**config.mk**
```make
export PLATFORM = sky130hd
export DESIGN_NAME = ccu_unit
export DESIGN_NICKNAME = d
export VERILOG_FILES = /design/src/rtl/ccu_pkg.sv /design/src/rtl/ccu_deadband.sv /design/src/rtl/ccu_unit.sv
export SDC_FILE = /design/constraint.sdc
export NUM_CORES = 1
export LEC_CHECK = 0
export BUFFER_PORTS_ARGS = -buffer_cell sky130_fd_sc_hd__buf_2
export CORE_MARGIN = 4
export CORE_UTILIZATION = 55
export CTS_BUF_LIST = sky130_fd_sc_hd__clkbuf_4 sky130_fd_sc_hd__clkbuf_8
export DETAILED_ROUTE_END_ITERATION = 8
export PLACE_DENSITY_LB_ADDON = 0.3
export SLEW_MARGIN = 20
export SYNTH_ARGS = -nofsm -noshare
export SYNTH_HDL_FRONTEND = slang
export SYNTH_HIERARCHICAL = 1
export SYNTH_SLANG_ARGS = --single-unit
```
**constraint.sdc**
```tcl
create_clock -name clk_i -period 3 [get_ports clk_i]
set_input_delay 0.15 -clock clk_i [delete_from_list [all_inputs] [get_ports clk_i]]
set_output_delay 0.15 -clock clk_i [all_outputs]
set_load 0.1 [all_outputs]
```
**src/rtl/ccu_pkg.sv**
```systemverilog
`default_nettype none
package ccu_pkg;
	// bus geometry
	localparam int          ADR_W          = 8;
	localparam int          DAT_W          = 32;
	localparam int          REG_W          = 8;
	// byte offsets of the register words
	localparam logic [7:0]  OFF_FLAGS      = 8'h00;
	localparam logic [7:0]  OFF_ENABLES    = 8'h04;
	localparam logic [7:0]  OFF_VAL_LO     = 8'h08;
	localparam logic [7:0]  OFF_VAL_HI     = 8'h0c;
	localparam logic [7:0]  OFF_CTRL       = 8'h10;
	localparam logic [7:0]  OFF_DEADBAND   = 8'h14;
	localparam logic [7:0]  OFF_T1_LO      = 8'h18;
	localparam logic [7:0]  OFF_T1_HI      = 8'h1c;
	localparam logic [7:0]  OFF_T1_CTRL    = 8'h20;
	// field positions
	localparam int          FLAG_UNIT_BIT  = 2;
	localparam int          CTRL_MODE_LSB  = 0;
	localparam int          CTRL_DUTY_LSB  = 4;
	localparam int          CTRL_CFG_LSB   = 6;
	// reset values
	localparam logic [7:0]  RST_FLAGS      = 8'h00;
	localparam logic [7:0]  RST_ENABLES    = 8'h00;
	localparam logic [7:0]  RST_CTRL       = 8'h00;
	localparam logic [7:0]  RST_DEADBAND   = 8'h00;
	localparam logic [7:0]  RST_T1_CTRL    = 8'h00;
	localparam logic [7:0]  RST_VALUE      = 8'h00;
	// mode select encodings
	localparam logic [3:0]  MODE_OFF       = 4'h0;
	localparam logic [3:0]  MODE_CMP_TOG   = 4'h2;
	localparam logic [3:0]  MODE_CAP_FALL  = 4'h4;
	localparam logic [3:0]  MODE_CAP_RISE  = 4'h5;
	localparam logic [3:0]  MODE_CAP_DIV4  = 4'h6;
	localparam logic [3:0]  MODE_CAP_DIV16 = 4'h7;
	localparam logic [3:0]  MODE_CMP_SET   = 4'h8;
	localparam logic [3:0]  MODE_CMP_CLR   = 4'h9;
	localparam logic [3:0]  MODE_CMP_SWI   = 4'ha;
	localparam logic [3:0]  MODE_CMP_SPEC  = 4'hb;
	localparam logic [1:0]  GRP_CAPTURE    = 2'h1;
	localparam logic [1:0]  GRP_COMPARE    = 2'h2;
	localparam logic [1:0]  GRP_PWM        = 2'h3;
	// output configuration encodings
	localparam logic [1:0]  CFG_SINGLE     = 2'h0;
	localparam logic [1:0]  CFG_FULL_FWD   = 2'h1;
	localparam logic [1:0]  CFG_HALF       = 2'h2;
	localparam logic [1:0]  CFG_FULL_REV   = 2'h3;
	// capture prescaler constants and terminal counts, zero duty value
	localparam logic [3:0]  PRESC_ZERO     = 4'h0;
	localparam logic [3:0]  PRESC_STEP     = 4'h1;
	localparam logic [1:0]  PRESC_DIV4_END = 2'h3;
	localparam logic [3:0]  PRESC_DIV16_END = 4'hf;
	localparam logic [9:0]  DUTY_ZERO      = 10'h000;
endpackage
`default_nettype wire

```
**src/rtl/ccu_deadband.sv**
```systemverilog
`timescale 1ns/1ns
`default_nettype none
// rising edges are held back by delay_i cycles, falling edges pass at once
module ccu_deadband #(
	parameter int CNT_W = 8
) (
	// clock and reset
	input  wire logic             clk_i,
	input  wire logic             rst_i,
	input  wire logic             ce_i,
	// signal path
	input  wire logic             level_i,
	input  wire logic [CNT_W-1:0] delay_i,
	output logic                  level_o
);
	logic [CNT_W-1:0] cnt_q;

	always_ff @(posedge clk_i) begin
		if (rst_i) begin
			cnt_q   <= '0;
			level_o <= 1'b0;
		end else if (ce_i) begin
			if (!level_i) begin
				cnt_q   <= '0;
				level_o <= 1'b0;
			end else if (!level_o) begin
				if (cnt_q == delay_i) begin
					level_o <= 1'b1;
				end else begin
					cnt_q <= cnt_q + 1'b1;
				end
			end
		end
	end
endmodule
`default_nettype wire

```
**src/rtl/ccu_unit.sv**
```systemverilog
`timescale 1ns/1ns
`default_nettype none
module ccu_unit (
	// clock, reset, enable
	input  wire logic                      clk_i,
	input  wire logic                      rst_i,
	input  wire logic                      ce_i,
	// wishbone slave
	input  wire logic                      cyc_i,
	input  wire logic                      stb_i,
	input  wire logic                      we_i,
	input  wire logic [ccu_pkg::ADR_W-1:0] adr_i,
	input  wire logic [3:0]                sel_i,
	input  wire logic [ccu_pkg::DAT_W-1:0] dat_i,
	output logic      [ccu_pkg::DAT_W-1:0] dat_o,
	output logic                           ack_o,
	// timer one
	input  wire logic [15:0]               timer_one_count_i,
	output logic      [7:0]                timer_one_control_o,
	output logic                           timer_one_reset_o,
	input  wire logic                      adc_enabled_i,
	output logic                           adc_start_o,
	// timer two
	input  wire logic [7:0]                timer_two_count_i,
	input  wire logic [7:0]                timer_two_period_i,
	input  wire logic [1:0]                timer_two_frac_i,
	input  wire logic                      timer_two_tick_i,
	output logic                           timer_two_clear_o,
	// pins
	input  wire logic                      unit_pin_i,
	output logic                           output_a_o,
	output logic                           output_b_o,
	output logic                           output_c_o,
	output logic                           output_d_o
);
	import ccu_pkg::*;

	logic [7:0] flags_q;
	logic [7:0] enables_q;
	logic [7:0] val_lo_q;
	logic [7:0] val_hi_q;
	logic [7:0] ctrl_q;
	logic [7:0] deadband_q;
	logic [7:0] t1_ctrl_q;
	logic [7:0] rd_data;
	logic       ack_q;
	logic       wr_en;
	logic       wr_lane;
	logic       ctrl_wr;
	logic       pin_s1_q;
	logic       pin_s2_q;
	logic       pin_s3_q;
	logic       rise_ev;
	logic       fall_ev;
	logic [3:0] presc_q;
	logic [3:0] mode;
	logic [1:0] cfg;
	logic       is_cap;
	logic       is_cmp;
	logic       is_pwm;
	logic       cap_edge;
	logic       cap_ev;
	logic       match;
	logic       match_q;
	logic       match_ev;
	logic       cmp_latch_q;
	logic       period_restart;
	logic [9:0] duty_next;
	logic [9:0] duty_buf;
	logic [9:0] duty_pos;
	logic [1:0] lat2_q;
	logic       pwm_q;
	logic       db_a;
	logic       db_b;
	logic       raw_a;
	logic       raw_b;
	logic       raw_c;
	logic       raw_d;

	assign mode   = ctrl_q[CTRL_MODE_LSB +: 4];
	assign cfg    = ctrl_q[CTRL_CFG_LSB +: 2];
	assign is_cap = (mode[3:2] == GRP_CAPTURE);
	assign is_cmp = (mode == MODE_CMP_TOG) || (mode[3:2] == GRP_COMPARE);
	assign is_pwm = (mode[3:2] == GRP_PWM);

	// bus slave: one wait state, writes land on the acknowledging edge
	assign ack_o   = ack_q;
	assign wr_en   = cyc_i && stb_i && we_i && ack_q;
	assign wr_lane = wr_en && sel_i[0];
	assign ctrl_wr = wr_lane && (adr_i == OFF_CTRL);

	always_ff @(posedge clk_i) begin
		if (rst_i) begin
			ack_q <= 1'b0;
		end else if (ce_i) begin
			ack_q <= cyc_i && stb_i && !ack_q;
		end
	end

	always_comb begin
		case (adr_i)
			OFF_FLAGS:    rd_data = flags_q;
			OFF_ENABLES:  rd_data = enables_q;
			OFF_VAL_LO:   rd_data = val_lo_q;
			OFF_VAL_HI:   rd_data = val_hi_q;
			OFF_CTRL:     rd_data = ctrl_q;
			OFF_DEADBAND: rd_data = deadband_q;
			OFF_T1_LO:    rd_data = timer_one_count_i[7:0];
			OFF_T1_HI:    rd_data = timer_one_count_i[15:8];
			OFF_T1_CTRL:  rd_data = t1_ctrl_q;
			default:      rd_data = 8'h00;
		endcase
	end

	always_ff @(posedge clk_i) begin
		if (rst_i) begin
			dat_o <= '0;
		end else if (ce_i && cyc_i && stb_i && !ack_q) begin
			dat_o <= {{(DAT_W-REG_W){1'b0}}, rd_data};
		end
	end

	// plain software registers
	always_ff @(posedge clk_i) begin
		if (rst_i) begin
			enables_q  <= RST_ENABLES;
			ctrl_q     <= RST_CTRL;
			deadband_q <= RST_DEADBAND;
			t1_ctrl_q  <= RST_T1_CTRL;
		end else if (ce_i && wr_lane) begin
			case (adr_i)
				OFF_ENABLES:  enables_q  <= dat_i[7:0];
				OFF_CTRL:     ctrl_q     <= dat_i[7:0];
				OFF_DEADBAND: deadband_q <= dat_i[7:0];
				OFF_T1_CTRL:  t1_ctrl_q  <= dat_i[7:0];
				default:      ;
			endcase
		end
	end
	assign timer_one_control_o = t1_ctrl_q;

	// flag register: hardware set wins over a software clear
	always_ff @(posedge clk_i) begin
		if (rst_i) begin
			flags_q <= RST_FLAGS;
		end else if (ce_i) begin
			if (wr_lane && (adr_i == OFF_FLAGS)) begin
				flags_q <= dat_i[7:0];
			end
			if (cap_ev || match_ev) begin
				flags_q[FLAG_UNIT_BIT] <= 1'b1;
			end
		end
	end

	// pin synchroniser and edge detection
	always_ff @(posedge clk_i) begin
		if (rst_i) begin
			pin_s1_q <= 1'b0;
			pin_s2_q <= 1'b0;
			pin_s3_q <= 1'b0;
		end else if (ce_i) begin
			pin_s1_q <= unit_pin_i;
			pin_s2_q <= pin_s1_q;
			pin_s3_q <= pin_s2_q;
		end
	end
	assign rise_ev = pin_s2_q && !pin_s3_q;
	assign fall_ev = !pin_s2_q && pin_s3_q;

	// capture event selection
	assign cap_edge = (mode == MODE_CAP_FALL) ? fall_ev : rise_ev;
	always_comb begin
		case (mode)
			MODE_CAP_FALL:  cap_ev = fall_ev;
			MODE_CAP_RISE:  cap_ev = rise_ev;
			MODE_CAP_DIV4:  cap_ev = rise_ev && (presc_q[1:0] == PRESC_DIV4_END);
			MODE_CAP_DIV16: cap_ev = rise_ev && (presc_q == PRESC_DIV16_END);
			default:        cap_ev = 1'b0;
		endcase
	end

	always_ff @(posedge clk_i) begin
		if (rst_i) begin
			presc_q <= PRESC_ZERO;
		end else if (ce_i) begin
			if (!is_cap) begin
				presc_q <= PRESC_ZERO;
			end else if (cap_edge) begin
				presc_q <= presc_q + PRESC_STEP;
			end
		end
	end

	// compare match, edge of a sustained equality
	assign match    = is_cmp && ({val_hi_q, val_lo_q} == timer_one_count_i);
	assign match_ev = match && !match_q;
	always_ff @(posedge clk_i) begin
		if (rst_i) begin
			match_q <= 1'b0;
		end else if (ce_i) begin
			match_q <= match;
		end
	end

	always_ff @(posedge clk_i) begin
		if (rst_i) begin
			cmp_latch_q <= 1'b0;
		end else if (ce_i) begin
			if (ctrl_wr && (dat_i[7:0] == RST_CTRL)) begin
				cmp_latch_q <= 1'b0;
			end else if (ctrl_wr && (dat_i[3:0] == MODE_CMP_SET)) begin
				cmp_latch_q <= 1'b1;
			end else if (ctrl_wr && (dat_i[3:0] == MODE_CMP_CLR)) begin
				cmp_latch_q <= 1'b0;
			end else if (match_ev) begin
				case (mode)
					MODE_CMP_TOG: cmp_latch_q <= !cmp_latch_q;
					MODE_CMP_SET: cmp_latch_q <= 1'b1;
					MODE_CMP_CLR: cmp_latch_q <= 1'b0;
					default:      ;
				endcase
			end
		end
	end

	// special event trigger pulses
	always_ff @(posedge clk_i) begin
		if (rst_i) begin
			timer_one_reset_o <= 1'b0;
			adc_start_o       <= 1'b0;
		end else if (ce_i) begin
			timer_one_reset_o <= match_ev && (mode == MODE_CMP_SPEC);
			adc_start_o       <= match_ev && (mode == MODE_CMP_SPEC)
				&& adc_enabled_i;
		end
	end

	// shared value pair: capture, software, duty buffer
	assign period_restart    = timer_two_tick_i
		&& (timer_two_count_i == timer_two_period_i);
	assign timer_two_clear_o = period_restart;
	assign duty_next = {val_lo_q, ctrl_q[CTRL_DUTY_LSB +: 2]};
	assign duty_buf  = {val_hi_q, lat2_q};
	// next duty step: pin is high for exactly duty steps, as the flop lags one
	assign duty_pos  = {timer_two_count_i, timer_two_frac_i} + 10'h001;

	always_ff @(posedge clk_i) begin
		if (rst_i) begin
			val_lo_q <= RST_VALUE;
			val_hi_q <= RST_VALUE;
			lat2_q   <= 2'h0;
		end else if (ce_i) begin
			if (wr_lane && (adr_i == OFF_VAL_LO)) begin
				val_lo_q <= dat_i[7:0];
			end
			if (wr_lane && (adr_i == OFF_VAL_HI) && !is_pwm) begin
				val_hi_q <= dat_i[7:0];
			end
			if (is_cap && cap_ev) begin
				val_lo_q <= timer_one_count_i[7:0];
				val_hi_q <= timer_one_count_i[15:8];
			end
			if (is_pwm && period_restart) begin
				val_hi_q <= val_lo_q;
				lat2_q   <= ctrl_q[CTRL_DUTY_LSB +: 2];
			end
		end
	end

	// pulse generator
	always_ff @(posedge clk_i) begin
		if (rst_i) begin
			pwm_q <= 1'b0;
		end else if (ce_i) begin
			if (!is_pwm) begin
				pwm_q <= 1'b0;
			end else if (period_restart) begin
				pwm_q <= (duty_next != DUTY_ZERO);
			end else if (duty_pos == duty_buf) begin
				pwm_q <= 1'b0;
			end
		end
	end

	// deadband for the half-bridge pair
	ccu_deadband #(
		.CNT_W(REG_W)
	) u_db_a (
		.clk_i  (clk_i),
		.rst_i  (rst_i),
		.ce_i   (ce_i),
		.level_i(pwm_q),
		.delay_i(deadband_q),
		.level_o(db_a)
	);

	ccu_deadband #(
		.CNT_W(REG_W)
	) u_db_b (
		.clk_i  (clk_i),
		.rst_i  (rst_i),
		.ce_i   (ce_i),
		.level_i(is_pwm && !pwm_q),
		.delay_i(deadband_q),
		.level_o(db_b)
	);

	// output steering
	always_comb begin
		raw_a = 1'b0;
		raw_b = 1'b0;
		raw_c = 1'b0;
		raw_d = 1'b0;
		if (is_pwm) begin
			case (cfg)
				CFG_SINGLE:   raw_a = pwm_q;
				CFG_FULL_FWD: begin
					raw_a = 1'b1;
					raw_d = pwm_q;
				end
				CFG_HALF:     begin
					raw_a = db_a;
					raw_b = db_b;
				end
				CFG_FULL_REV: begin
					raw_c = 1'b1;
					raw_b = pwm_q;
				end
				default:      raw_a = 1'b0;
			endcase
		end else if (is_cmp) begin
			raw_a = cmp_latch_q;
		end
	end

	always_ff @(posedge clk_i) begin
		if (rst_i) begin
			output_a_o <= 1'b0;
			output_b_o <= 1'b0;
			output_c_o <= 1'b0;
			output_d_o <= 1'b0;
		end else if (ce_i) begin
			output_a_o <= raw_a ^ (is_pwm && mode[1]);
			output_c_o <= raw_c ^ (is_pwm && mode[1]);
			output_b_o <= raw_b ^ (is_pwm && mode[0]);
			output_d_o <= raw_d ^ (is_pwm && mode[0]);
		end
	end

	// checks
	a_capture_copy: assert property (@(posedge clk_i) disable iff (rst_i)
		ce_i && is_cap && cap_ev |=>
		{val_hi_q, val_lo_q} == $past(timer_one_count_i))
		else $error("capture did not copy timer one");
	a_div16_gate: assert property (@(posedge clk_i) disable iff (rst_i)
		cap_ev && mode == MODE_CAP_DIV16 |-> presc_q == 4'hf && rise_ev)
		else $error("sixteenth edge capture fired early");
	a_flag_set: assert property (@(posedge clk_i) disable iff (rst_i)
		ce_i && (cap_ev || match_ev) |=> flags_q[FLAG_UNIT_BIT])
		else $error("unit flag not set on event");
	a_presc_clear: assert property (@(posedge clk_i) disable iff (rst_i)
		ce_i && !is_cap |=> presc_q == 4'h0)
		else $error("prescaler not cleared outside capture");
	a_set_preset: assert property (@(posedge clk_i) disable iff (rst_i)
		ce_i && ctrl_wr && dat_i[3:0] == MODE_CMP_SET |=> cmp_latch_q)
		else $error("set-on-match did not preset latch");
	a_zero_ctrl: assert property (@(posedge clk_i) disable iff (rst_i)
		ce_i && ctrl_wr && dat_i[7:0] == 8'h00 |=> !cmp_latch_q ##1 !output_a_o)
		else $error("clearing control left latch high");
	a_swi_hold: assert property (@(posedge clk_i) disable iff (rst_i)
		ce_i && match_ev && mode == MODE_CMP_SWI && !ctrl_wr |=>
		$stable(cmp_latch_q))
		else $error("software interrupt compare moved latch");
	a_special_ev: assert property (@(posedge clk_i) disable iff (rst_i)
		ce_i && match_ev && mode == MODE_CMP_SPEC |=>
		timer_one_reset_o && adc_start_o == $past(adc_enabled_i))
		else $error("special event trigger missing");
	a_duty_latch: assert property (@(posedge clk_i) disable iff (rst_i)
		ce_i && is_pwm && period_restart |=>
		val_hi_q == $past(val_lo_q) && pwm_q == ($past(duty_next) != 10'h000))
		else $error("period restart did not latch duty");
	a_duty_clear: assert property (@(posedge clk_i) disable iff (rst_i)
		ce_i && is_pwm && !period_restart
		&& ({timer_two_count_i, timer_two_frac_i} + 10'h001) == duty_buf |=>
		!pwm_q)
		else $error("pulse not cleared at duty match");
	a_hi_locked: assert property (@(posedge clk_i) disable iff (rst_i)
		ce_i && is_pwm && !period_restart |=> $stable(val_hi_q))
		else $error("high buffer changed inside the period");

	c_capture: cover property (@(posedge clk_i) disable iff (rst_i)
		ce_i && is_cap && cap_ev);
	c_compare: cover property (@(posedge clk_i) disable iff (rst_i)
		ce_i && match_ev && mode == MODE_CMP_TOG);
	c_restart: cover property (@(posedge clk_i) disable iff (rst_i)
		ce_i && is_pwm && period_restart && duty_next != 10'h000);
	c_half_dead: cover property (@(posedge clk_i) disable iff (rst_i)
		is_pwm && cfg == CFG_HALF && $rose(db_b) && deadband_q != 8'h00);
endmodule
`default_nettype wire

```
* Word level (Yosys, flattened, before mapping)
Cells that the tools add are included.
** Operators by class
- Add/subtract/negate cells :: 4
- Equality and inequality tests :: 37
- Muxes and demuxes :: 41
- Bitwise logic cells :: 4
- Reduce and logical (&&, ||, !) cells :: 63
** Operator list (number)
- 8-bit two-way mux :: 11
- 8-bit one-hot mux with 9 select lines :: 1
- 8-bit by 5-bit == test with 1-bit output, second input constant :: 4
- 1-bit logical AND :: 31
- 4-bit == test, second input constant :: 6
- 8-bit == test :: 3
- 1-bit two-way mux :: 22
- 2-bit AND reduction :: 11
- 8-bit by 1-bit adder with 8-bit output, second input constant :: 2
- 16-bit == test :: 1
- 4-bit by 3-bit == test with 1-bit output, second input constant :: 4
- 8-bit by 4-bit == test with 1-bit output, second input constant :: 2
- 8-bit zero test :: 2
- 10-bit by 1-bit adder with 10-bit output, second input constant :: 1
- 10-bit == test :: 1
- 2-bit == test, second input constant :: 5
- 10-bit nonzero test :: 1
- 3-bit AND reduction :: 3
- 8-bit by 3-bit == test with 1-bit output, second input constant :: 1
- 8-bit by 6-bit == test with 1-bit output, second input constant :: 1
- 4-bit two-way mux :: 2
- 2-bit != test, second input constant :: 4
- 1-bit zero test :: 7
- 1-bit one-hot mux with 3 select lines :: 2
- other kinds (15) :: 21
** Word-level totals
- Register bits :: 101
- Bits of input ports :: 87
- Output and inout bits :: 48
- Word-level logic and storage cells :: 177

* Depth between registers and ports, before layout
Gate-level depths: netlist (run 1).
- Depth after elaboration :: 9
- Mapped depth :: 7
- Mapped depth without buffers :: 6

* Hierarchy
Netlist (run 1), hierarchy kept.
** By module, submodules not included
- ccu_unit :: instances 1, cells each 635, area each 5256.3 µm², seq. area each 1661.6 µm²
- ccu_deadband :: instances 2, cells each 63, area each 568.0 µm², seq. area each 180.2 µm²

* Least setup slack after synthesis (run 1)
OpenSTA, ideal clock, no wires.
- Path kind :: reg-to-reg
- From :: register ack_q (netlist: ack_o)
- To :: register enables_q[7]
- Library setup time :: 0.128 ns
- Data arrival time :: 2.512 ns
- Data required time :: 2.872 ns
- Slack :: 0.361 ns
- Stages on the path, launching flop included :: 7
- Path buffers :: 1
- Period minus slack after synthesis :: 2.639 ns
- Cell sequence :: dfxtp_1 > and3_1 > nand2_1 > or4b_2 > clkbuf_1 > mux2i_1 > nor2_1
** On the way
- Word-level cells in the longest chain between the ends :: 4
** Ends and longest elaborated chain
- from (decl) :: RTL line ccu_unit.sv:46 : logic ack_q;
- from (signal assigned) :: RTL line ccu_unit.sv:96 : ack_q <= cyc_i && stb_i && !ack_q;
- 1-bit logical AND :: RTL line ccu_unit.sv:88 : assign wr_en = cyc_i && stb_i && we_i && ack_q;
- 1-bit logical AND :: RTL line ccu_unit.sv:89 : assign wr_lane = wr_en && sel_i[0];
- 1-bit logical AND :: RTL line ccu_unit.sv:130 : end else if (ce_i && wr_lane) begin
- 2-bit AND reduction (no line)
- to (signal assigned) :: RTL line ccu_unit.sv:132 : OFF_ENABLES: enables_q <= dat_i[7:0];
- to (decl) :: RTL line ccu_unit.sv:39 : logic [7:0] enables_q;
Every way passes these cells.
A chain may end at the register's enable or synchronous reset.

* Final worst setup path (run 1)
- From :: register presc_q[1]
- To :: register val_hi_q[1]
** On the way
- Word-level cells in the longest chain between the ends :: 6
- Elaborated cells between the ends (all ways) :: 10
** Ends and longest elaborated chain
- from (decl) :: RTL line ccu_unit.sv:55 : logic [3:0] presc_q;
- from (signal assigned) :: RTL line ccu_unit.sv:190 : presc_q <= presc_q + PRESC_STEP;
- 4-bit == test / 2-bit == test (equally long branches) :: RTL line ccu_unit.sv:178, ccu_unit.sv:177
- 1-bit logical AND (on tied branches) :: RTL line ccu_unit.sv:178, ccu_unit.sv:177
- 1-bit one-hot mux with 4 select lines * :: RTL line ccu_unit.sv:174 : case (mode)
- 1-bit logical AND * :: RTL line ccu_unit.sv:260 : if (is_cap && cap_ev) begin
- 3-bit nonzero test (no line) / 8-bit two-way mux (equally long branches)
- 2-bit AND reduction (no line) / 8-bit two-way mux (equally long branches)
- to (signal assigned) :: RTL line ccu_unit.sv:258 : val_hi_q <= dat_i[7:0];
- to (signal assigned) :: RTL line ccu_unit.sv:262 : val_hi_q <= timer_one_count_i[15:8];
- to (signal assigned) :: RTL line ccu_unit.sv:265 : val_hi_q <= val_lo_q;
- to (decl) :: RTL line ccu_unit.sv:41 : logic [7:0] val_hi_q;
Every way passes the cells marked *; elsewhere a longest branch is shown, timed or not.

==> results of run 1 <==
worst paths after layout:
kind                   start  cells after the start                      to
setup / recovery  presc_q[1]                      6             val_hi_q[1]
setup reg to reg  presc_q[1]                      6             val_hi_q[1]
hold reg to reg     dat_o[2]                      2                dat_o[2]
hold / removal      dat_i[1]                      3  timer_one_control_o[1]
timing repair:
item,in CTS,in global routing
hold endpoints to repair,2,0
buffers inserted,0,0
hold buffers,2,0
layout by cell type (no fill, tap or decap), drive strengths merged, types with 5 or more instances in the layout:
cell,instances
a211oi,19
a21oi,34
a221o,9
a22oi,8
and2,5
and3,12
buf,102
clkbuf,9
conb,24
dfxtp,101
inv,16
mux2,5
mux2i,47
nand2,51
nand2b,9
nand3,36
nand3b,5
nand4,16
nor2,61
nor2b,14
nor3,20
nor4,9
o211a,10
o211ai,6
o21ai,38
o31ai,6
o41ai,5
or3,5
or4,8
xnor2,49
xor2,7
power by group:
part           total, mW  internal (mW)  switching (mW)  leakage (nW)
combinational      0.436          0.107           0.330          1.78
sequential          1.35           1.35         0.00777         0.814
clock               1.01          0.481           0.532         0.112
through the flow:
stage	hold slack [ns]	area, µm²	utilization (%)	total power, mW
after global placement	0.388	6840	59.9	1.81
after global routing	0.120	7090	62.1	2.90
after detailed placement	0.406	6840	59.9	1.81
final	0.120	7090	62.1	2.80
after CTS	0.105	7090	62.1	2.81
after floorplan	0.212	6480	-	1.71
per-layer routing:
metal / vias up / global-route usage (%) / share of wire, %
met4: 0 / 13.9 / 3.3
met3: 56 / 5.54 / 9.5
met5: - / 0 / 0
met2: 336 / 50.2 / 46
met1: 2934 / 41.5 / 41
li1: 2905 / - / -
logic make-up (layout without fill, tap and decap cells):
| group | count (synthesis) | after routing | share of synthesized area [%] |
|---|---|---|---|
| AOI/OAI and AO/OA | 180 | 180 | 20.0 |
| buffers and inverters | 84 | 134 | 6.71 |
| other | 1 | 24 | 0.0587 |
| and+or+nand+nor | 280 | 280 | 23.9 |
| muxes | 55 | 55 | 9.30 |
| DFF | 101 | 101 | 31.6 |
| xor gates and xnor gates | 56 | 56 | 7.67 |
| adders and majority gates | 4 | 4 | 0.783 |
cells in the mapped netlist, drive strengths merged (6+ instances only):
cell type  number  area (µm²)
buf            39         259
nand2b          9        56.3
nor3           20         110
clkbuf         31         118
o21ai          38         198
mux2i          47         470
o211a          10         100
xor2            7        61.3
a21oi          34         178
or4             8        63.8
nand4          16         125
o211ai          6        45.0
nor4            9        56.3
xnor2          49         429
inv            14        52.6
o31ai           6        45.0
nand2          51         191
and3           12        75.1
nand3          36         180
a221o           9        90.1
a22oi           8        60.1
dfxtp         101        2020
nor2           61         229
a211oi         19         143
nor2b          14        87.6
final cells by class:
cell class | count | share of cell area, %
clock buffers | 9 | 1.75
clock inverters | 7 | 1.48
repair buffers | 104 | 8.16
well taps | 143 | 2.52
flip-flops and latches | 101 | 28.5
inverters | 14 | 0.741
multi-input cells | 599 | 56.8
worst max-delay path, stage by stage (launching register included):
cell	delay, ns
dfxtp_1	0.40
ha_1	0.22
nand4b_1	0.15
o211ai_1	0.71
a22oi_1	0.43
a211oi_1	0.37
a221o_1	0.15
==> flow_metrics.env, run 1 <==
export IMPL_die_h_um=116
export IMPL_insertion_delay_ns=0.40
export IMPL_clk_transition_reported_paths_ns=0.11
export IMPL_antenna_found_initial=0
export IMPL_synthDistinctLibCells=77
export IMPL_cts_root_buf="clkbuf_8"
export IMPL_die_x_um=116
export IMPL_dieArea_um2=13400
export IMPL_dp_hpwl_um=15400
export IMPL_seq_area_frac_synth_pct=31.6
export IMPL_setup_slack_ns=0.514
export IMPL_setup_viol=0
export IMPL_ctsResizeCount=0
export IMPL_synth_warnings=6
export IMPL_drive_gt1_share_pct=17.5
export IMPL_cts_tree="yes"
export IMPL_clock_sinks=101
export IMPL_rows=39
export IMPL_stdcell_count=977
export IMPL_hold_path_class="in -> reg"
export IMPL_syn_inst=761
export IMPL_final_hold_violation_count=0
export IMPL_dp_cells=959
export IMPL_gp_congestion=0.961
export IMPL_p_leak_nw=2.70
export IMPL_critPathCaptureType="flip-flop"
export IMPL_ys_ff_latch=101
export IMPL_max_freq_mhz=402
export IMPL_drcViolationCount=0
export IMPL_fin_setup_tns_ns=0
export IMPL_arrival_ns=2.83
export IMPL_n_antenna_cell=0
export IMPL_drt_iter0_markers=615
export IMPL_grt_total_usage_pct=31.3
export IMPL_synth_edf_count=0
export IMPL_clockBufferDepth=2
export IMPL_required_ns=3.34
export IMPL_io_pins=135
export IMPL_port_buffers=83
export IMPL_syn_to_final_growth_pct=10.9
export IMPL_period_needed_ns=2.49
export IMPL_status="finished clean"
export IMPL_initial_core_util_pct=56.0
export IMPL_area_sequential_um2=2020
export IMPL_power_per_cell_area_nw_per_um2=396
export IMPL_postRouteAntennaNets=0
export IMPL_first_global_vias=5942
export IMPL_skew_ns=0.0105
export IMPL_ir_drop_uv=355
export IMPL_post_place_ws_ns=0.543
export IMPL_rsz0062_at_grt="no"
export IMPL_routed_wirelength_um=20800
export IMPL_multi_input_comb_area_um2=4030
export IMPL_cap_violations=0
export IMPL_core_area_um2=11400
export IMPL_crit_fanout=8
export IMPL_grt_first_pass_wirelength_um=32300
export IMPL_synth_area_per_cell_um2=8.40
export IMPL_async_flop_share_pct=0
export IMPL_cts_buffers=9
export IMPL_critPathLaunchType="flip-flop"
export IMPL_post_route_period_util_pct=82.9
export IMPL_worst_slew_pin_slew_ns=0.835
export IMPL_wl_per_cell_um=21.3
export IMPL_r2r_slack_ns=0.51
export IMPL_slew_viol_final=0
export IMPL_grt_max_degree=45
export IMPL_htree_num_levels=3
export IMPL_netlist_area_um2=6390
export IMPL_fillerInstances=1017
export IMPL_grt_ovfl_total=0
export IMPL_nets=920
export IMPL_vias=6231
export IMPL_synth_main_ff_cell="dfxtp_1"
export IMPL_maxSlewHeadroom_pct=43.9
export IMPL_viasPerCell=6.38
export IMPL_drtPass1Iterations=5
export IMPL_crit_type="reg -> reg"
Power figures use the tool's default switching activity.
==> run 2, diff against run 1 <==
- ABC_AREA: not set -> 1
- CORE_UTILIZATION: 55 -> 52
- clock period: 3 -> 2 ns (I/O delays scaled with it)
==> run 2 against run 1 <==
  * Critical path depth grew 4
  * Fmax increased by 39%
  * Global-route usage decreased by 4.7 points
  * Final area up 5.6%
  * Critical endpoint is now adc_start_o
  * Sequential power up 52%
==> flow_metrics.env, run 2 <==
export IMPL_status="finished clean"
export IMPL_max_freq_mhz=561
export IMPL_vias=6983
export IMPL_dp_hpwl_um=15100
export IMPL_cts_setup_buffers=0
export IMPL_die_h_um=122
export IMPL_fin_setup_tns_ns=0
export IMPL_multi_input_comb_area_um2=3990
export IMPL_htree_num_levels=3
export IMPL_cts_tree="yes"
export IMPL_hold_path_class="in -> reg"
export IMPL_initial_core_util_pct=53.4
export IMPL_p_clk_share_pct=32.5
export IMPL_post_route_period_util_pct=89.1
export IMPL_grt_max_degree=57
export IMPL_power_mw=4.06
export IMPL_drive_gt1_share_pct=15.1
export IMPL_synth_area_leaders="dfxtp_1 30%, nand2_1 14%, o21ai_0 6.8%"
export IMPL_netlist_area_um2=6800
export IMPL_crit_type="reg -> reg"
export IMPL_syn_to_final_growth_pct=10.1
export IMPL_async_flop_share_pct=0
export IMPL_first_global_vias=6392
export IMPL_area_sequential_um2=2020
export IMPL_die_x_um=122
export IMPL_postLayoutCoreUtil_pct=58.8
export IMPL_synth_top_cell_area_share_pct=29.7
export IMPL_rsz0062_at_grt="no"
export IMPL_port_buffers=83
export IMPL_postRouteAntennaNets=0
export IMPL_synth_area_per_cell_um2=6.41
export IMPL_synth_warnings=6
export IMPL_cts_buffers=9
export IMPL_final_common_cell="nand2_1"
export IMPL_seq_area_frac_synth_pct=29.7
export IMPL_yosysMostFrequentCell="nand2_1"
export IMPL_cts_root_buf="clkbuf_8"
export IMPL_critPathCaptureType="flip-flop"
export IMPL_rows=41
export IMPL_insertion_delay_ns=0.38
export IMPL_maxSlewHeadroom_pct=65.4
export IMPL_mostFrequentLayoutCells="259 x nand2_1, 122 x inv_1, 119 x nor2_1"
export IMPL_arrival_ns=2.09
export IMPL_required_ns=2.31
export IMPL_grt_total_usage_pct=26.7
export IMPL_grt_ovfl_total=0
export IMPL_p_leak_nw=3.35
export IMPL_critPathLaunchType="flip-flop"
export IMPL_wl_per_cell_um=14.8
export IMPL_ir_drop_uv=457
export IMPL_p_switching_mw=1.27
export IMPL_power_per_cell_area_nw_per_um2=542
export IMPL_period_needed_ns=1.78
export IMPL_worst_slew_pin_slew_ns=0.520
export IMPL_dieArea_um2=15000
export IMPL_drcViolationCount=0
export IMPL_seq_power_share_pct=50.5
export IMPL_synth_main_ff_cell="dfxtp_1"
export IMPL_synth_edf_count=0
export IMPL_switching_share_pct=31.2
export IMPL_stdcell_count=1322
export IMPL_clockBufferDepth=2
export IMPL_final_hold_violation_count=0
export IMPL_drt_iter0_markers=726
export IMPL_crit_fanout=9
export IMPL_core_area_um2=12700
export IMPL_routed_wirelength_um=19600
export IMPL_antenna_found_initial=0
export IMPL_clock_sinks=101
export IMPL_skew_ns=0.00963
export IMPL_gp_congestion=1.03
export IMPL_grt_first_pass_wirelength_um=31700
export IMPL_fillerInstances=1316
export IMPL_cap_violations=0
export IMPL_placed_area_um2=7260
export IMPL_viasPerCell=5.28
export IMPL_setup_viol=0
export IMPL_fin_area_um2=7480
export IMPL_io_pins=135
export IMPL_nets=1238
export IMPL_slew_viol_final=0
export IMPL_clk_transition_reported_paths_ns=0.09
export IMPL_ys_top_cells_by_count="259 x nand2_1, 122 x inv_1, 119 x nor2_1, 101 x dfxtp_1, 93 x o21ai_0"
export IMPL_combPwrFrac_pct=17.0
export IMPL_yosysTopAreaCell="dfxtp_1"
export IMPL_dp_cells=1305
export IMPL_ys_ff_latch=101
export IMPL_synthDistinctLibCells=48
export IMPL_drtPass1Iterations=5
export IMPL_n_antenna_cell=0
export IMPL_syn_inst=1061
export IMPL_internal_power_mw=2.79
-- run 2: layer usage --
metal / up-vias / track usage, % / routed length, µm
li1: 3557 / - / -
met1: 3119 / 37.4 / 8920
met2: 266 / 40.9 / 8580
met3: 41 / 5.07 / 1600
met4: 0 / 9.59 / 530
met5: - / 0 / 0
-- run 2: final cells by class --
cell class | instances | area share (%)
clock buffer | 10 | 1.84
sequential | 101 | 27.0
inverter | 132 | 6.65
clock inverter | 4 | 0.669
multi-input combinational | 800 | 53.3
tap | 172 | 2.88
timing repair buffer | 103 | 7.66
-- run 2: worst paths after layout --
kind	from	endpoint	slack, ns	depth (start not counted)
max	ctrl_q[1]	adc_start_o	0.22	10
min	rst_i	u_db_a/cnt_q[4]	0.07	2
max reg2reg	ctrl_q[1]	adc_start_o	0.22	10
min reg2reg	dat_o[0]	dat_o[0]	0.47	2
-- run 2: logic make-up (layout without fill, tap and decap cells) --
family | Yosys count | in the layout | share of synthesized area (%)
AOI/OAI and AO/OA | 214 | 214 | 17.2
adders and majority gates | 4 | 4 | 0.736
other | 1 | 24 | 0.0552
DFF | 101 | 101 | 29.7
xor gates and xnor gates | 32 | 32 | 4.12
buffers and inverters | 183 | 249 | 12.9
and+or+nand+nor | 526 | 526 | 35.2
-- run 2: worst max-delay path, cell delays in order, from the launching register on --
cell and delay (ns):
dfxtp_1 0.48, inv_1 0.13, nor2_1 0.10, nand3_1 0.09, nand2_1 0.11, nand3_1 0.09
nor2_1 0.10, nand2_1 0.07, nor2_1 0.29, nand3_1 0.12, a21oi_1 0.16
-- run 2: per-stage QoR --
stage / hold slack (ns) / worst slack (ns)
4_1_cts: 0.0599 / 0.171
3_3_place_gp: 0.331 / 0.229
3_5_place_dp: 0.348 / 0.193
6_report: 0.0705 / 0.217
2_1_floorplan: 0.162 / 0.111
5_1_grt: 0.0666 / 0.0260
-- run 2: power groups by stage --
stage               Clock (mW)  Sequential [mW]  Combinational, mW
floorplan                    0             2.12              0.521
global placement             0             2.09              0.673
detailed placement           0             2.09              0.677
CTS                       1.34             2.05              0.683
global route              1.42             2.05              0.751
finish                    1.32             2.05              0.691
-- run 2: what timing repair did --
action	in CTS	in global routing
setup endpoints to repair	0	7
endpoints found under the hold margin	3	0
resized for setup	0	2
hold buffers	3	0
==> run 3, diff against run 2 <==
- ABC_AREA: 1 -> not set
==> run 3 against run 2 <==
  * Hold slack lost 0.0071 ns
  * Non-clock buffer count up 47
  * Critical path depth fell by 4
  * Global-route usage grew 3.8 points
  * Sequential share of layout area up 0.091 points
  * Critical path type unchanged
  * Worst setup slack worse by 0.17 ns
  * Final cell count is 22% lower
  * Sequential power about the same
  * Clock power up 11%
  * Highest routed layer unchanged
  * Clock skew grew 0.0099 ns
  * Register-to-register slack worse by 0.17 ns
==> flow_metrics.env, run 3 (synthesis gave the netlist of run 1 again) <==
export IMPL_reg2reg_to="val_hi_q[5]"
export IMPL_r2r_start="pin_s2_q"
export IMPL_wl_per_cell_um=21.5
export IMPL_nets=966
export IMPL_p_leak_nw=2.94
export IMPL_rows=40
export IMPL_hold_path_class="in -> reg"
export IMPL_worst_path_most_repeated_cell="a221o_1"
export IMPL_dieArea_um2=14100
export IMPL_rsz0062_at_grt="yes"
export IMPL_insertion_delay_ns=0.38
export IMPL_status="finished clean"
export IMPL_cts_tree="yes"
export IMPL_final_hold_violation_count=0
export IMPL_first_global_vias=6155
export IMPL_cp_slowest_cell="or4b_4"
export IMPL_p_clk_share_pct=35.0
export IMPL_grt_max_degree=44
export IMPL_postRouteAntennaNets=0
export IMPL_p_switching_mw=1.24
export IMPL_cp_cell_sequence="or4b_4 > o211ai_1 > buf_4 > a221o_1 > o22ai_4 > a221o_1"
export IMPL_crit_start="pin_s2_q"
export IMPL_initial_core_util_pct=53.2
export IMPL_required_ns=2.25
export IMPL_core_area_um2=12000
export IMPL_viasPerCell=6.37
export IMPL_slowest_delay_ns=0.56
export IMPL_setup_viol=0
export IMPL_drive_gt1_share_pct=23.1
export IMPL_combPwrFrac_pct=16.6
export IMPL_wl_met2_um=9870
export IMPL_htree_num_levels=3
export IMPL_internal_power_mw=2.96
export IMPL_post_route_period_util_pct=97.7
export IMPL_clockBufferDepth=2
export IMPL_fin_area_um2=7490
export IMPL_crit_fanout=8
export IMPL_grt_total_usage_pct=30.4
export IMPL_n_antenna_cell=0
export IMPL_placed_area_um2=7200
export IMPL_die_h_um=119
export IMPL_final_common_cell="dfxtp_1"
export IMPL_gp_congestion=1.04
export IMPL_clock_sinks=101
export IMPL_met3_length_um=2180
export IMPL_drtPass1Iterations=5
export IMPL_r2r_slack_ns=0.05
export IMPL_grt_ovfl_total=0
export IMPL_dp_hpwl_um=16600
export IMPL_critPathLaunchType="flip-flop"
export IMPL_vias=6541
export IMPL_max_freq_mhz=512
export IMPL_die_x_um=119
export IMPL_antenna_found_initial=0
export IMPL_syn_to_final_growth_pct=17.1
export IMPL_period_needed_ns=1.95
export IMPL_grt_first_pass_wirelength_um=34000
export IMPL_cts_root_buf="clkbuf_8"
export IMPL_seq_power_share_pct=48.3
export IMPL_mostFrequentLayoutCells="98 x dfxtp_1, 83 x buf_2, 65 x buf_4"
export IMPL_arrival_ns=2.21
export IMPL_topRoutingLayerUsed="met4"
export IMPL_min_from="rst_i"
export IMPL_critPathCaptureType="flip-flop"
export IMPL_maxSlewHeadroom_pct=63.0
export IMPL_skew_ns=0.0195
export IMPL_drt_iter0_markers=710
export IMPL_r2r_cells=6
export IMPL_power_per_cell_area_nw_per_um2=561
export IMPL_cap_violations=0
export IMPL_holdWs_ns=0.0634
export IMPL_clk_transition_reported_paths_ns=0.10
export IMPL_cts_buffers=9
export IMPL_holdPathEnd="u_db_a/cnt_q[0]"
export IMPL_hold_depth=2
export IMPL_crit_type="reg -> reg"
export IMPL_wl_met1_um=9030
export IMPL_io_pins=135
export IMPL_worst_slew_pin_slew_ns=0.550
export IMPL_switching_share_pct=29.5
export IMPL_port_buffers=83
export IMPL_slew_viol_final=0
export IMPL_routed_wirelength_um=22100
export IMPL_power_mw=4.20
export IMPL_ir_drop_uv=481
export IMPL_drcViolationCount=0
-- run 3: cell count changes in the layout (fill, tap and decap cells not counted), sizes merged, moves of 11 or more --
cell    change
a211oi     +18
a21oi      -58
and3       +11
buf        +48
inv       -115
mux2i      +47
nand2     -221
nand3      -30
nand4      -12
nor2       -69
nor2b      +13
o21ai      -65
xnor2      +26
-- run 3: power by group through the flow --
stage | registers [mW] | clock network, mW | logic (mW)
global route | 2.03 | 1.58 | 0.729
detailed placement | 2.08 | 0 | 0.677
finish | 2.03 | 1.47 | 0.699
global placement | 2.08 | 0 | 0.665
CTS | 2.03 | 1.50 | 0.683
floorplan | 2.09 | 0 | 0.482
-- run 3: worst max-delay path, delay by kind of cell (launching register included) --
family | cells | cell delay [ns]
buf+inv | 1 | 0.18
flops | 1 | 0.34
simple gates | 1 | 0.56
compound gates | 4 | 0.75
-- run 3: routing by layer --
metal  GRT usage, %  vias to the layer above
met5              0                        -
met4           13.8                        0
met3           5.22                       76
met2           47.5                      431
met1           41.2                     3030
li1               -                     3004
-- run 3: what timing repair did --
action | CTS | global route
buffers inserted | 1 | 1
endpoints found under the setup margin | 8 | 14
pin swaps | 2 | 5
endpoints found under the hold margin | 2 | 0
gates resized for setup | 4 | 4
cloned | 0 | 0
hold buffers | 2 | 0
-- run 3: how the worst max path moves through the flow --
stage / end / slack [ns] / depth (start not counted)
after floorplan: enables_q[7] / 0.02 / 6
after global placement: cmp_latch_q / -0.01 / 6
after detailed placement: cmp_latch_q / -0.11 / 6
after CTS: val_hi_q[5] / 0.07 / 6
after global routing: val_hi_q[7] / -0.01 / 6
final: val_hi_q[5] / 0.05 / 6
-- run 3: cell type report --
class / instances / area (µm²)
clock buffer: 11 / 145
inverter: 14 / 52.6
timing repair buffer: 150 / 923
fill: 1051 / 4530
multi-input combinational: 599 / 4070
clock inverter: 5 / 81.3
sequential: 101 / 2030
tap: 147 / 184
-- run 3: metrics by stage --
stage	worst slack, ns	util (%)	TNS (ns)	std cells
3_5_place_dp	-0.106	60.0	-0.318	1007
2_1_floorplan	0.0204	-	0	784
5_1_grt	-0.0108	62.3	-0.0108	1027
4_1_cts	0.0668	62.2	0	1026
3_3_place_gp	-0.0117	60.0	-0.0117	1007
6_report	0.0456	62.3	0	1027
